**config.mk**
```make
export PLATFORM = sky130hd
export DESIGN_NAME = tmc_mode_control
export DESIGN_NICKNAME = d
export VERILOG_FILES = /design/src/tmc_pkg.sv /design/src/tmc_edge_if.sv /design/src/tmc_edge_det.sv /design/src/tmc_mode_control.sv
export SDC_FILE = /design/constraint.sdc
export NUM_CORES = 1
export LEC_CHECK = 0
export ABC_AREA = 1
export BUFFER_PORTS_ARGS = -buffer_cell sky130_fd_sc_hd__buf_2
export CORE_MARGIN = 1.5
export CORE_UTILIZATION = 35
export CTS_CLUSTER_DIAMETER = 120
export DETAILED_ROUTE_END_ITERATION = 10
export GPL_TIMING_DRIVEN = 0
export MAX_ROUTING_LAYER = met4
export SLEW_MARGIN = 20
export SYNTH_ARGS = -nofsm -noshare
export SYNTH_HDL_FRONTEND = slang
export SYNTH_SLANG_ARGS = --single-unit
```
**constraint.sdc**
```tcl
create_clock -name clk -period 2.1 [get_ports clk]
set_input_delay 0.21 -clock clk [delete_from_list [all_inputs] [get_ports clk]]
set_output_delay 0.21 -clock clk [all_outputs]
set_load 0.1 [all_outputs]
```
**src/tmc_pkg.sv**
```systemverilog
package tmc_pkg;

  // ==========================================================
  // Register map and layout
  // ==========================================================
  localparam logic [15:0] TMC_ADDR_INST0 = 16'hffba;
  localparam logic [15:0] TMC_ADDR_INST1 = 16'hffb6;
  localparam int TMC_REG_W = 8;
  localparam logic [7:0] TMC_REG_RESET = 8'h00;
  localparam logic [2:0] TMC_MODE_RESET = 3'h0;
  localparam logic [3:0] TMC_HI_ZERO = 4'h0;
  localparam int TMC_OVF_BIT = 0;
  localparam int TMC_EDGE_TOG_BIT = 1;
  localparam int TMC_MODE_MID_BIT = 2;
  localparam int TMC_MODE_HI_BIT = 3;
  localparam int TMC_CNT_W = 16;

  // ==========================================================
  // Valid edge selection codes of the timer input pin
  // ==========================================================
  localparam logic [1:0] TMC_ES_FALL = 2'h0;
  localparam logic [1:0] TMC_ES_RISE = 2'h1;
  localparam logic [1:0] TMC_ES_BOTH = 2'h3;

  // Operating mode, taken from the two upper mode bits
  typedef enum logic [1:0] {
    TMC_STOP,
    TMC_FREE,
    TMC_EDGE_CLR,
    TMC_MATCH_CLR
  } tmc_op_t;

endpackage : tmc_pkg

```
**src/tmc_edge_if.sv**
```systemverilog
`timescale 1ns/10ps
interface tmc_edge_if;
  logic valid_edge;
  modport src (output valid_edge);
  modport snk (input valid_edge);
endinterface : tmc_edge_if

```
**src/tmc_edge_det.sv**
```systemverilog
`timescale 1ns/10ps
module tmc_edge_det (
  input wire logic clk,
  input wire logic rst_n,
  input wire logic pin_in,
  input wire logic [1:0] edge_sel,
  tmc_edge_if.src ev
);
  import tmc_pkg::*;

  // ==========================================================
  // Pin synchroniser and edge detection
  // ==========================================================
  logic sync1_q;
  logic sync2_q;
  logic prev_q;
  logic rise;
  logic fall;

  always_ff @(posedge clk) begin
    if (!rst_n) begin
      sync1_q <= 1'b0;
      sync2_q <= 1'b0;
    end else begin
      sync1_q <= pin_in;
      sync2_q <= sync1_q;
    end
  end

  always_ff @(posedge clk) begin
    if (!rst_n) begin
      prev_q <= 1'b0;
    end else begin
      prev_q <= sync2_q;
    end
  end

  assign rise = sync2_q & ~prev_q;
  assign fall = ~sync2_q & prev_q;

  // Edge polarity comes from the prescaler side, not the mode register
  always_comb begin
    unique case (edge_sel)
      TMC_ES_FALL: ev.valid_edge = fall;
      TMC_ES_RISE: ev.valid_edge = rise;
      TMC_ES_BOTH: ev.valid_edge = rise | fall;
      default: ev.valid_edge = 1'b0;
    endcase
  end
endmodule : tmc_edge_det

```
**src/tmc_mode_control.sv**
```systemverilog
`timescale 1ns/10ps
module tmc_mode_control #(
  parameter logic [15:0] REG_ADDR = tmc_pkg::TMC_ADDR_INST0,
  parameter int CNT_W = tmc_pkg::TMC_CNT_W
) (
  input wire logic clk,
  input wire logic rst_n,
  input wire logic [15:0] cpu_addr,
  input wire logic cpu_wr_byte,
  input wire logic cpu_wr_bit,
  input wire logic [2:0] cpu_bit_sel,
  input wire logic [tmc_pkg::TMC_REG_W-1:0] cpu_wdata,
  input wire logic cpu_rd,
  output logic [tmc_pkg::TMC_REG_W-1:0] cpu_rdata,
  output logic cpu_hit,
  input wire logic count_en,
  input wire logic timer_input_pin,
  input wire logic [1:0] edge_sel,
  input wire logic [CNT_W-1:0] capcmp_primary,
  input wire logic [CNT_W-1:0] capcmp_secondary,
  input wire logic primary_is_capture,
  input wire logic secondary_is_capture,
  input wire logic primary_capture_trig,
  input wire logic secondary_capture_trig,
  input wire logic oneshot_mode,
  input wire logic oneshot_soft_trigger,
  output logic [CNT_W-1:0] count_value,
  output logic timer_output_pin,
  output logic primary_match_irq,
  output logic secondary_match_irq,
  output logic overflow_flag
);
  import tmc_pkg::*;

  // Refused at elaboration: the all-ones compare and the index math need 2..32 bits
  if (CNT_W < 2 || CNT_W > 32) begin : g_bad_cnt_w
    $error("CNT_W must lie between 2 and 32");
  end

  // ==========================================================
  // State
  // ==========================================================
  logic [2:0] mode_q;
  logic ovf_q;
  logic [CNT_W-1:0] count_q;
  logic tout_q;
  logic pri_irq_q;
  logic sec_irq_q;
  logic [TMC_REG_W-1:0] rdata_q;

  tmc_op_t op;
  logic running;
  logic clr_on_edge;
  logic clr_on_match;
  logic tog_allowed;
  logic valid_edge;
  logic pri_hit;
  logic sec_hit;
  logic pri_cmp_ev;
  logic sec_cmp_ev;
  logic pri_cap_ev;
  logic sec_cap_ev;
  logic edge_clear;
  logic match_clear;
  logic os_clear;
  logic ovf_set;
  logic tog_ev;
  logic addr_hit;
  logic wr_byte_hit;
  logic wr_bit_hit;
  logic ovf_wr;

  // ==========================================================
  // Input edge detection
  // ==========================================================
  tmc_edge_if edge_bus ();

  tmc_edge_det u_edge (
    .clk(clk),
    .rst_n(rst_n),
    .pin_in(timer_input_pin),
    .edge_sel(edge_sel),
    .ev(edge_bus.src)
  );

  assign valid_edge = edge_bus.valid_edge;

  // ==========================================================
  // Mode decode
  // ==========================================================
  assign op = tmc_op_t'(mode_q[TMC_MODE_HI_BIT-1:TMC_MODE_MID_BIT-1]);
  assign running = (op != TMC_STOP);

  always_comb begin
    clr_on_edge = 1'b0;
    clr_on_match = 1'b0;
    tog_allowed = 1'b0;
    unique case (op)
      TMC_STOP: begin
        tog_allowed = 1'b0;
      end
      TMC_FREE: begin
        tog_allowed = 1'b1;
      end
      TMC_EDGE_CLR: begin
        clr_on_edge = 1'b1;
      end
      TMC_MATCH_CLR: begin
        clr_on_match = 1'b1;
        tog_allowed = 1'b1;
      end
    endcase
  end

  // ==========================================================
  // Events
  // ==========================================================
  // Matches are judged on the tick, against the value about to advance
  assign pri_hit = count_en && (count_q == capcmp_primary);
  assign sec_hit = count_en && (count_q == capcmp_secondary);
  assign pri_cmp_ev = running && !primary_is_capture && pri_hit;
  assign sec_cmp_ev = running && !secondary_is_capture && sec_hit;
  assign pri_cap_ev = running && primary_is_capture && primary_capture_trig;
  assign sec_cap_ev = running && secondary_is_capture && secondary_capture_trig;
  assign edge_clear = clr_on_edge && valid_edge;
  assign match_clear = clr_on_match && pri_hit;
  assign os_clear = running && oneshot_mode && oneshot_soft_trigger;
  assign ovf_set = running && count_en && (count_q == '1)
                   && (capcmp_primary == '1);
  assign tog_ev = tog_allowed
                  && (pri_cmp_ev || sec_cmp_ev || (mode_q[0] && valid_edge));

  // ==========================================================
  // Counter
  // ==========================================================
  always_ff @(posedge clk) begin
    if (!rst_n) begin
      count_q <= '0;
    end else if (!running) begin
      count_q <= '0;
    end else if (edge_clear || match_clear || os_clear) begin
      count_q <= '0;
    end else if (count_en) begin
      count_q <= count_q + 1'b1;
    end
  end

  // ==========================================================
  // Register access
  // ==========================================================
  assign addr_hit = (cpu_addr == REG_ADDR);
  assign wr_byte_hit = cpu_wr_byte && addr_hit;
  assign wr_bit_hit = cpu_wr_bit && addr_hit;
  assign ovf_wr = wr_byte_hit || (wr_bit_hit && cpu_bit_sel == 3'(TMC_OVF_BIT));
  assign cpu_hit = addr_hit && (cpu_rd || cpu_wr_byte || cpu_wr_bit);

  // Mode bits are taken at any time; keeping the timer stopped meanwhile is up to software
  always_ff @(posedge clk) begin
    if (!rst_n) begin
      mode_q <= TMC_MODE_RESET;
    end else if (wr_byte_hit) begin
      mode_q <= cpu_wdata[TMC_MODE_HI_BIT:TMC_EDGE_TOG_BIT];
    end else if (wr_bit_hit) begin
      for (int i = TMC_EDGE_TOG_BIT; i <= TMC_MODE_HI_BIT; i++) begin
        if (cpu_bit_sel == 3'(i)) begin
          mode_q[i-1] <= cpu_wdata[0];
        end
      end
    end
  end

  // Hardware set wins over a software write of zero in the same cycle
  always_ff @(posedge clk) begin
    if (!rst_n) begin
      ovf_q <= 1'b0;
    end else if (ovf_set) begin
      ovf_q <= 1'b1;
    end else if (ovf_wr) begin
      ovf_q <= cpu_wdata[0];
    end
  end

  always_ff @(posedge clk) begin
    if (!rst_n) begin
      rdata_q <= TMC_REG_RESET;
    end else if (cpu_rd && addr_hit) begin
      rdata_q <= {TMC_HI_ZERO, mode_q, ovf_q};
    end else begin
      rdata_q <= TMC_REG_RESET;
    end
  end

  // ==========================================================
  // Timer output and interrupt requests
  // ==========================================================
  always_ff @(posedge clk) begin
    if (!rst_n) begin
      tout_q <= 1'b0;
    end else if (tog_ev) begin
      tout_q <= ~tout_q;
    end
  end

  always_ff @(posedge clk) begin
    if (!rst_n) begin
      pri_irq_q <= 1'b0;
      sec_irq_q <= 1'b0;
    end else begin
      pri_irq_q <= pri_cmp_ev || pri_cap_ev;
      sec_irq_q <= sec_cmp_ev || sec_cap_ev;
    end
  end

  assign cpu_rdata = rdata_q;
  assign count_value = count_q;
  assign timer_output_pin = tout_q;
  assign primary_match_irq = pri_irq_q;
  assign secondary_match_irq = sec_irq_q;
  assign overflow_flag = ovf_q;
endmodule : tmc_mode_control

```
# ---- After elaboration in Yosys (flattened, before gate mapping)
# Cells that the tools add are included.
dict set report classes {
  n_addsub 1
  eq_ne 13
  muxes 11
  bitwise 8
  n_reduce_logical 49
}
# operator count
set op_table {}
lappend op_table {{equality test 16 bit (second input constant)} 3}
lappend op_table {{equality test 16 bit} 2}
lappend op_table {{logical AND 1 bit} 24}
lappend op_table {{adder 16 x 1 -> 16 bit (second input constant)} 1}
lappend op_table {{nonzero test 2 bit} 6}
lappend op_table {{logical OR 1 bit} 9}
lappend op_table {{two-way mux 1 bit} 8}
lappend op_table {{AND reduction 2 bit} 4}
lappend op_table {{equality test 2 bit (second input constant)} 3}
lappend op_table {{equality test 3 x 2 -> 1 bit (second input constant)} 2}
lappend op_table {{two-way mux 3 bit} 2}
lappend op_table {{NOT 1 bit} 5}
lappend op_table {{equality test 2 x 1 -> 1 bit (second input constant)} 2}
lappend op_table {{equality test 3 x 1 -> 1 bit (second input constant)} 1}
lappend op_table {{logical NOT 3 bit} 1}
lappend op_table {{one-hot mux 1 bit (3 select lines)} 1}
lappend op_table {{OR reduction 3 bit} 1}
lappend op_table {{bitwise AND 1 bit} 2}
lappend op_table {{logical NOT 1 bit} 2}
lappend op_table {{logical NOT 2 bit} 1}
lappend op_table {{OR reduction 2 bit} 1}
lappend op_table {{OR 1 bit} 1}
dict set report word_totals {
  regBits 34
}

# ---- Depth between registers and ports, before layout
# Gate-level depths: netlist of run 1.
dict set report depth {
  ltp_word 8
  mapped_depth 14
  mapped_depth_nobuf 13
}

# ---- Modules after synthesis
# From an unflattened synthesis of run 1, not the netlist that was laid out.
dict set report hier_totals {
  cells_unflattened 349
  hier_area_um2 2269.7
}
# module n_inst cells_each area_per_inst_um2 seq_area_each_um2
set modules_own_cells {}
lappend modules_own_cells {tmc_mode_control 1 329 2124.5 540.5}
lappend modules_own_cells {tmc_edge_det 1 20 145.1 60.1}

# ---- Worst setup path before layout of run 1
# Ideal clock, no wire load.
dict set report synth_timing {
  kind {register -> register}
  start {register count_q[1], in the netlist count_value[1]}
  end {register count_q[14], in the netlist count_value[14]}
  setup_ps 116
  t_arrival_ps 2229
  path_slack_ps -245
  stages_incl_launch_ff 10
  path_buffers 0
  period_less_slack_ps 2345
  cell_sequence {dfxtp_1 -> ha_1 -> nand2_2 -> nor2_4 -> nand4_2 -> or2_4 -> nor2_4 -> nand2_2 -> xor2_1 -> nor2_2}
}
dict set report synth_between {
  elab_chain_len 6
  elab_cells_between_ends 7
}
# item line_no
set synth_rtl {}
lappend synth_rtl {{from (decl)} tmc_mode_control.sv:45} ;# logic [CNT_W-1:0] count_q;
lappend synth_rtl {{from (signal assigned)} tmc_mode_control.sv:144} ;# count_q <= count_q + 1'b1;
lappend synth_rtl {{parallel branches: the longest is 6 deep, another holds adder 16 x 1 -> 16 bit} --}
# Parallel ways; which one is timed is not known.
# A chain may end at the register's enable or synchronous reset.

# ---- Final worst setup path of run 1
# Ends and elaborated chain as after synthesis.

==> results of run 1 <==
==> cells by family after synthesis <==
family                     after synthesis  share of synthesized area (%)
buffers and inverters                   68                           13.6
xor gates and xnor gates                22                           9.05
other                                    1                          0.176
DFF                                     30                           28.2
and+or+nand+nor                        189                           41.0
adders and majority gates                3                           1.76
AOI/OAI and AO/OA                       23                           6.29
==> power groups by stage <==
stage | clock network, mW | logic, mW | registers (mW)
after detailed placement | 0 | 0.188 | 0.585
after floorplan | 0 | 0.0954 | 0.585
final | 0.731 | 0.188 | 0.572
after global routing | 0.779 | 0.209 | 0.572
after CTS | 0.754 | 0.189 | 0.572
after global placement | 0 | 0.185 | 0.585
==> flip-flops by register name, summed over array words and instances (netlist names) <==
name / cells
u_edge.sync2_q: 1
timer_output_pin: 1
u_edge.prev_q: 1
cpu_rdata: 4
secondary_match_irq: 1
primary_match_irq: 1
mode_q: 3
u_edge.sync1_q: 1
overflow_flag: 1
count_value: 16
==> area by class of cell <==
| type | count | area (um^2) | share of cell area (%) |
|---|---|---|---|
| timing repair buffer | 93 | 465 | 16.3 |
| buffer | 12 | 78.8 | 2.76 |
| inverter | 56 | 210 | 7.36 |
| clock buffer | 6 | 82.6 | 2.89 |
| sequential | 30 | 614 | 21.5 |
| clock inverter | 2 | 60.1 | 2.10 |
| tap | 75 | 93.8 | 3.29 |
| multi-input combinational | 241 | 1250 | 43.8 |
==> through the flow <==
step | utilization, % | std cells | hold slack [ns] | worst slack (ns)
final | 48.5 | 515 | 0.112 | 0.401
after global routing | 48.5 | 515 | 0.117 | 0.224
after CTS | 48.5 | 515 | 0.103 | 0.391
after detailed placement | 46.1 | 507 | 0.397 | 0.425
after global placement | 46.1 | 507 | 0.392 | 0.419
after floorplan | - | 339 | 0.308 | 0.0161
==> how the worst max path moves through the flow <==
stage | startpoint | end | slack, ns | depth (start not counted)
finish | count_value[1] | count_value[14] | 0.40 | 9
global route | count_value[9] | count_value[5] | 0.22 | 13
CTS | count_value[1] | count_value[14] | 0.39 | 9
detailed placement | count_value[10] | count_value[8] | 0.42 | 11
global placement | count_value[1] | count_value[14] | 0.42 | 9
floorplan | count_value[7] | count_value[7] | 0.02 | 12
==> Yosys cell counts <==
library cell	count
o21a_1	2
o21ai_1	4
nand4_2	2
nor3_1	2
nor4_1	4
nor2_2	4
o21ai_0	9
nor2_1	51
or2_4	1
ha_1	3
nand2_2	2
a211oi_2	1
buf_2	6
a211o_1	1
or2_1	1
dfxtp_1	30
xnor2_1	7
nand4_1	16
xor2_1	15
o211ai_1	1
nand2_4	1
nand3_2	1
nor3_4	1
buf_4	5
nor4_2	1
clkinv_1	1
a21oi_1	5
nor2_4	2
buf_6	1
conb_1	1
inv_2	9
nand3_1	16
inv_1	46
nand2_1	84
==> metal layers <==
metal / up-vias / routed length, um / track usage, %
li1: 1241 / - / -
met1: 1008 / 2530 / 21.7
met2: 80 / 2780 / 33.8
met3: 8 / 340 / 3.82
met4: 0 / 74 / 5.69
met5: - / 0 / -
==> worst reg2reg max path, delay by kind of cell, from the launching register on <==
| family | cells | cell delay [ns] |
|---|---|---|
| simple gates | 7 | 0.87 |
| fa+ha+maj | 1 | 0.20 |
| xor+xnor | 1 | 0.16 |
| flops | 1 | 0.37 |
==> impl_results.rst, run 1 <==
.. list-table::
   :header-rows: 1

   * - Metric
     - Value
   * - Critical path's top delay family
     - simple AND/OR/NAND/NOR gates
   * - Clk_lat worst skew
     - approximately 0.28 ns
   * - Total setup buffers inserted after CTS
     - 0
   * - Category of the worst setup path launch point
     - flop
   * - #FFs+latches synth
     - 30
   * - CP max stage delay
     - 0.37 ns
   * - Endpoint of the worst hold-timing path
     - u_edge.sync1_q
   * - Setup tns final
     - 0 ns
   * - Area contributors post-synth
     - dfxtp_1 28%, nand2_1 15%, nor2_1 9.0%, inv_1 8.1%, xor2_1 6.2%
   * - Detailed-route wire length per cell
     - 11.1 um
   * - Unrepaired setup endpoints after global routing
     - false
   * - Final GP Congestion
     - 0.912
   * - Leading cell type in the layout, fill and taps excluded
     - buf_2
   * - Reg2Reg Capture Point
     - count_value[14]
   * - Leakage power
     - roughly 1.5 nW
   * - Per-instance average area after synthesis
     - 6.34 um^2
   * - Register-to-register setup slack
     - between 0.4 and 0.5 ns
   * - Total power per unit cell area
     - roughly 520 nW/um^2
   * - Worst flop-to-flop path startpoint
     - count_value[1]
   * - Core Area
     - 5890 um^2
   * - Slowest stage cell, crit path
     - dfxtp_2
   * - Sum of net half-perimeters after detailed placement
     - 4.81 mm
   * - Starting Density
     - 36.2%
   * - Mapped Cells
     - 336
   * - Total wire length
     - about 5.7 mm
   * - Internal Pwr Total
     - about 1.2 mW
   * - Class of the tightest hold or removal check
     - input port to flop
   * - CTS tree
     - done
   * - Logic pwr share
     - 12.6%
   * - Power after layout
     - around 1.5 mW
   * - CP required
     - 2.27 ns
   * - Wire length of the first global-routing pass
     - 9.36 mm
   * - Library cell used as clock root buffer
     - clkbuf_8
   * - Max-slew violations
     - 0
   * - Count of cells resized by post-cts repair
     - 0
   * - Drt initial violations
     - 93
   * - Hold Crit Depth
     - 3
   * - Gr usage total
     - 19.1%
   * - Design Area, Final
     - 2860 um^2
   * - Register clock-pin slew on the reported worst setup and hold paths
     - approximately 0.070 ns
   * - DRT Pass-1 Iters
     - 4
   * - Max frequency
     - roughly 590 MHz
   * - Post-synthesis to final-layout area growth
     - 34.1%
   * - Final setup violating endpoints
     - 0
   * - Global-route congestion overflow total
     - 0
   * - Hold-fix buffers, CTS
     - 0
   * - Mapped cell area
     - about 2100 um^2
   * - Number of fill cells in the layout
     - 626
   * - Worst VDD drop
     - 0.294 mV
   * - Max clock buf depth
     - 2
   * - Total inserted antenna cells
     - 0
   * - Path type of the worst setup path
     - flop to flop
   * - Area after detailed placement
     - 2710 um^2
   * - # DRC
     - 0
   * - Share of synthesized area occupied by flip-flops and latches
     - 28.2%
   * - Worst Reg-to-Reg Cells
     - 9
   * - Initial antenna violation count
     - 0
   * - Largest fanout of any net on the critical path
     - 5
   * - Portion of the clock cycle consumed by the worst path in the final layout
     - around 81%
   * - Final Critical Period
     - about 1.7 ns
   * - Series of cell instances along the critical path
     - ha_1 -> nand2_2 -> nor2_4 -> nand4_2 -> or2_4 -> nor2_4 -> nand2_2 -> xor2_1 -> nor2_2
   * - Clock power frac
     - between 40% and 50%
   * - Vias after detailed routing
     - 2337
   * - Number of levels the H-tree was split into
     - 2
   * - Switching power
     - 0.334 mW
   * - Layout Skew
     - between 0.009 and 0.01 ns
   * - Quantity of I/O buffers inserted on ports
     - 93
   * - Pin count of the biggest net entering global routing
     - 11
   * - Fraction of layout instances using a drive strength above 1
     - 33.9%
   * - Fraction of power spent switching nets
     - roughly 22%
   * - CP arrival
     - 1.87 ns
   * - Leading cell types in the layout, fill and taps excluded
     - 99 x buf_2, 84 x nand2_1, 51 x nor2_1
   * - Max_cap viols
     - 0
   * - Proportion of netlist area held by the largest area contributor
     - roughly 28%
   * - Number of unique standard cell types used by synthesis
     - 34
   * - Die area
     - 6560 um^2
   * - Final hold violation count
     - 0
   * - Total I/O pin count
     - between 100 and 150
   * - Floorplan die width
     - 81 um
   * - Number of global-route vias before repair
     - roughly 2200
   * - Relative contribution of sequential cells to total power
     - 38.4%
   * - Placement Rows
     - 28
   * - Nets
     - 516
   * - Result of the run
     - complete, no violations
   * - Number of vias per cell after detailed routing
     - 4.54
   * - # clock sinks
     - 30
   * - Endpoint class of the critical path
     - flop
   * - ANT nets after route
     - 0
   * - Buffer and inverter count on the worst path
     - 0
   * - Largest area contributor in the synthesized netlist
     - dfxtp_1
   * - Min-delay src
     - timer_input_pin
   * - Vertical extent of the die
     - 81 um
   * - Warnings from Yosys
     - 0
   * - TritonCTS buffer count
     - 5
Note: power is estimated with default switching activity, not from simulation.
==> run 2, diff against run 1 <==
--- a/config.mk
+++ b/config.mk
@@ -5,7 +5,7 @@
 export SDC_FILE = /design/constraint.sdc
 export NUM_CORES = 1
 export LEC_CHECK = 0
-export ABC_AREA = 1
+export ABC_AREA = 0
 export BUFFER_PORTS_ARGS = -buffer_cell sky130_fd_sc_hd__buf_2
 export CORE_MARGIN = 1.5
 export CORE_UTILIZATION = 35
@@ -13,6 +13,7 @@
 export DETAILED_ROUTE_END_ITERATION = 10
 export GPL_TIMING_DRIVEN = 0
 export MAX_ROUTING_LAYER = met4
+export PLACE_DENSITY = 0.66
 export SLEW_MARGIN = 20
 export SYNTH_ARGS = -nofsm -noshare
 export SYNTH_HDL_FRONTEND = slang
==> constraint.sdc (replaced) <==
create_clock -name clk -period 1.64 [get_ports clk]
set_input_delay 0.164 -clock clk [delete_from_list [all_inputs] [get_ports clk]]
set_output_delay 0.164 -clock clk [all_outputs]
set_load 0.1 [all_outputs]
==> impl_results.rst, run 2 <==
.. list-table::
   :header-rows: 1

   * - Metric
     - Value
   * - Largest area contributor in the synthesized netlist
     - dfxtp_1
   * - Register clock-pin slew on the reported worst setup and hold paths
     - 0.07 ns
   * - Pre-CTS setup slack
     - -0.270 ns
   * - Gr usage total
     - 19.5%
   * - Drt initial violations
     - 83
   * - Die area
     - 5740 um^2
   * - Relative contribution of sequential cells to total power
     - 46.6%
   * - Warnings from Yosys
     - 0
   * - Max clock buf depth
     - 2
   * - Layout Skew
     - 0.0102 ns
   * - Global-route congestion overflow total
     - 0
   * - Floorplan die width
     - 75.8 um
   * - Hold-fix buffers, CTS
     - 0
   * - Number of vias per cell after detailed routing
     - roughly 4.8
   * - CP arrival
     - 1.85 ns
   * - Sum of net half-perimeters after detailed placement
     - ~4.0 mm
   * - Category of the worst setup path launch point
     - flop
   * - Number of global-route vias before repair
     - 1709
   * - Slowest stage cell, crit path
     - dfxtp_4
   * - Unrepaired setup endpoints after global routing
     - true
   * - Vias after detailed routing
     - 1915
   * - Mapped cell area
     - 1850 um^2
   * - Max frequency
     - 595 MHz
   * - Starting Density
     - 36.3%
   * - Result of the run
     - finished, violations left
   * - Max_cap viols
     - 0
   * - CTS tree
     - done
   * - Number of enable flip-flop cells after synthesis
     - 0
   * - Class of the tightest hold or removal check
     - input port to flop
   * - Share of synthesized area occupied by flip-flops and latches
     - between 30% and 40%
   * - Portion of the clock cycle consumed by the worst path in the final layout
     - 103%
   * - Final Critical Period
     - roughly 1.7 ns
   * - Endpoint class of the critical path
     - flop
   * - Max-slew violations
     - 0
   * - Total inserted antenna cells
     - 0
   * - Largest fanout of any net on the critical path
     - 6
   * - #FFs+latches synth
     - 30
   * - Area contributors post-synth
     - dfxtp_1 32%, xnor2_1 14%, xor2_1 8.0%, nand4_1 4.7%, nor2_1 4.3%
   * - Most used standard cells in the synthesized netlist
     - 30 x dfxtp_1, 30 x xnor2_1, 21 x nor2_1, 17 x xor2_1, 14 x nand4_1
   * - Quantity of I/O buffers inserted on ports
     - 93
   * - TritonCTS buffer count
     - 5
   * - Path type of the worst setup path
     - flop to flop
   * - Number of levels the H-tree was split into
     - 2
   * - Area after detailed placement
     - between 2000 and 3000 um^2
   * - Detailed-route wire length per cell
     - 13.2 um
   * - # clock sinks
     - 30
   * - Wire length of the first global-routing pass
     - 7.96 mm
   * - Final setup slack of the worst path
     - -0.0413 ns
   * - Logic pwr share
     - 16.2%
   * - CP max stage delay
     - 0.38 ns
   * - Fraction of layout instances using a drive strength above 1
     - 52.7%
   * - Total wire length
     - 5.32 mm
   * - Worst VDD drop
     - 0.268 mV
   * - ANT nets after route
     - 0
   * - Design Area, Final
     - 2890 um^2
   * - CP required
     - 1.81 ns
   * - DRT Pass-1 Iters
     - 4
   * - Fraction of power spent switching nets
     - a little over a quarter
   * - Leading cell types in the layout, fill and taps excluded
     - 93 x buf_2, 25 x buf_4, 20 x xnor2_1
   * - Commonest register cell after synthesis
     - dfxtp_1
   * - Vertical extent of the die
     - 75.8 um
   * - Number of unique standard cell types used by synthesis
     - 37
   * - Proportion of netlist area held by the largest area contributor
     - about 32%
   * - Leading cell type in the layout, fill and taps excluded
     - buf_2
   * - # DRC
     - 0
   * - Final worst hold slack
     - slightly above 0.1 ns
   * - Largest register FFs
     - 16
   * - Ys async rst share
     - 0%
   * - Switching power
     - 0.402 mW
   * - Post-synthesis to final-layout area growth
     - 55.8%
   * - Final core utilization
     - 56.6%
   * - Clk_lat worst skew
     - 0.28 ns
   * - Final hold violation count
     - 0
   * - Violated checks
     - negative setup slack
   * - Total I/O pin count
     - just over 100
   * - Internal Pwr Total
     - roughly 1.1 mW
   * - Final GP Congestion
     - 0.887
   * - Mapped Cells
     - 210
   * - Core Area
     - 5110 um^2
   * - Series of cell instances along the critical path
     - xnor2_2 -> nand4_1 -> nor3_2 -> nand4b_1 -> o221ai_4 -> buf_6 -> nor2_1
   * - Library cell used as clock root buffer
     - clkbuf_8
   * - Leakage power
     - 1.28 nW
   * - Clock power frac
     - between 30 and 40%
   * - Total power per unit cell area
     - 524 nW/um^2
   * - Final setup violating endpoints
     - 16
   * - Nets
     - 408
   * - Pin count of the biggest net entering global routing
     - 11
   * - Per-instance average area after synthesis
     - 8.83 um^2
   * - Initial antenna violation count
     - 0
   * - Placement Rows
     - 26
-- run 2: changes by cell type in the layout (fill, tap and decap cells not counted), sizes merged, moves of 4 or more --
cell   previous run  this run
o21ai            13         4
inv              55         3
and2              0         7
nor2             57        21
nand3            17         9
and3              0         6
buf             105       121
mux2i             0         6
nand2            87        12
xnor2             7        30
nand4            18        14
-- run 2: final timing paths --
path,startpoint,endpoint,slack (ns),cells past startpoint
hold / removal,timer_input_pin,u_edge.sync1_q,0.10,2
hold reg to reg,u_edge.sync1_q,u_edge.sync2_q,0.44,1
setup / recovery,count_value[0],count_value[8],-0.04,7
setup reg to reg,count_value[0],count_value[8],-0.04,7
-- run 2: power by group through the flow --
stage / clock [mW] / sequential, mW / combinational (mW)
3_3_place_gp: 0 / 0.723 / 0.221
6_report: 0.562 / 0.706 / 0.245
2_1_floorplan: 0 / 0.722 / 0.112
3_5_place_dp: 0 / 0.723 / 0.224
4_1_cts: 0.582 / 0.706 / 0.235
5_1_grt: 0.615 / 0.706 / 0.265
-- run 2: layout make-up --
class / count / area, um^2
fillers: 476 / 2220
well taps: 70 / 87.6
plain buffers: 9 / 57.6
inverters: 3 / 11.3
clock inverters: 2 / 8.76
flip-flops and latches: 30 / 661
clock buffers: 6 / 72.6
repair buffers: 115 / 641
multi-input cells: 167 / 1350
-- run 2: layer usage --
metal  global-route usage (%)  vias to the layer above  wire length (um)
met5                        -                        -                 0
met4                     4.76                        0                46
met3                     5.56                        5               344
met2                     32.8                       69              2580
met1                     22.9                      879              2340
li1                         -                      962                 -
-- run 2: per-stage QoR --
step	total power, mW	instances	TNS (ns)
2_1_floorplan	0.834	213	-2.18
3_3_place_gp	0.943	376	-3.55
3_5_place_dp	0.947	376	-3.53
4_1_cts	1.52	392	0
5_1_grt	1.59	402	-1.10
6_report	1.51	402	-0.405
-- run 2: cells by family (layout without fill, tap and decap cells) --
family,after synthesis,after routing,share of synthesized area [%]
other,1,4,0.202
flip-flops,30,30,32.4
AND/OR/NAND/NOR,87,87,26.3
buffers and inverters,16,135,5.06
AO/OA/AOI/OAI,20,20,8.57
adder cells (fa/ha/maj),3,3,2.02
multiplexers,6,6,3.24
XOR/XNOR,47,47,22.2
-- run 2: critical path: cells and delay by family, from the launching register on --
kind	cells	cell delay, ns
AND/OR/NAND/NOR	4	0.56
flip-flops	1	0.38
AO/OA/AOI/OAI	1	0.29
buffers and inverters	1	0.18
XOR/XNOR	1	0.17
-- run 2: timing repair --
action / in CTS / in global routing
cloned: 1 / 0
pin swaps: 7 / 19
endpoints found under the hold margin: 0 / 0
buffers inserted: 10 / 11
setup endpoints to repair: 17 / 18
resized for setup: 11 / 25
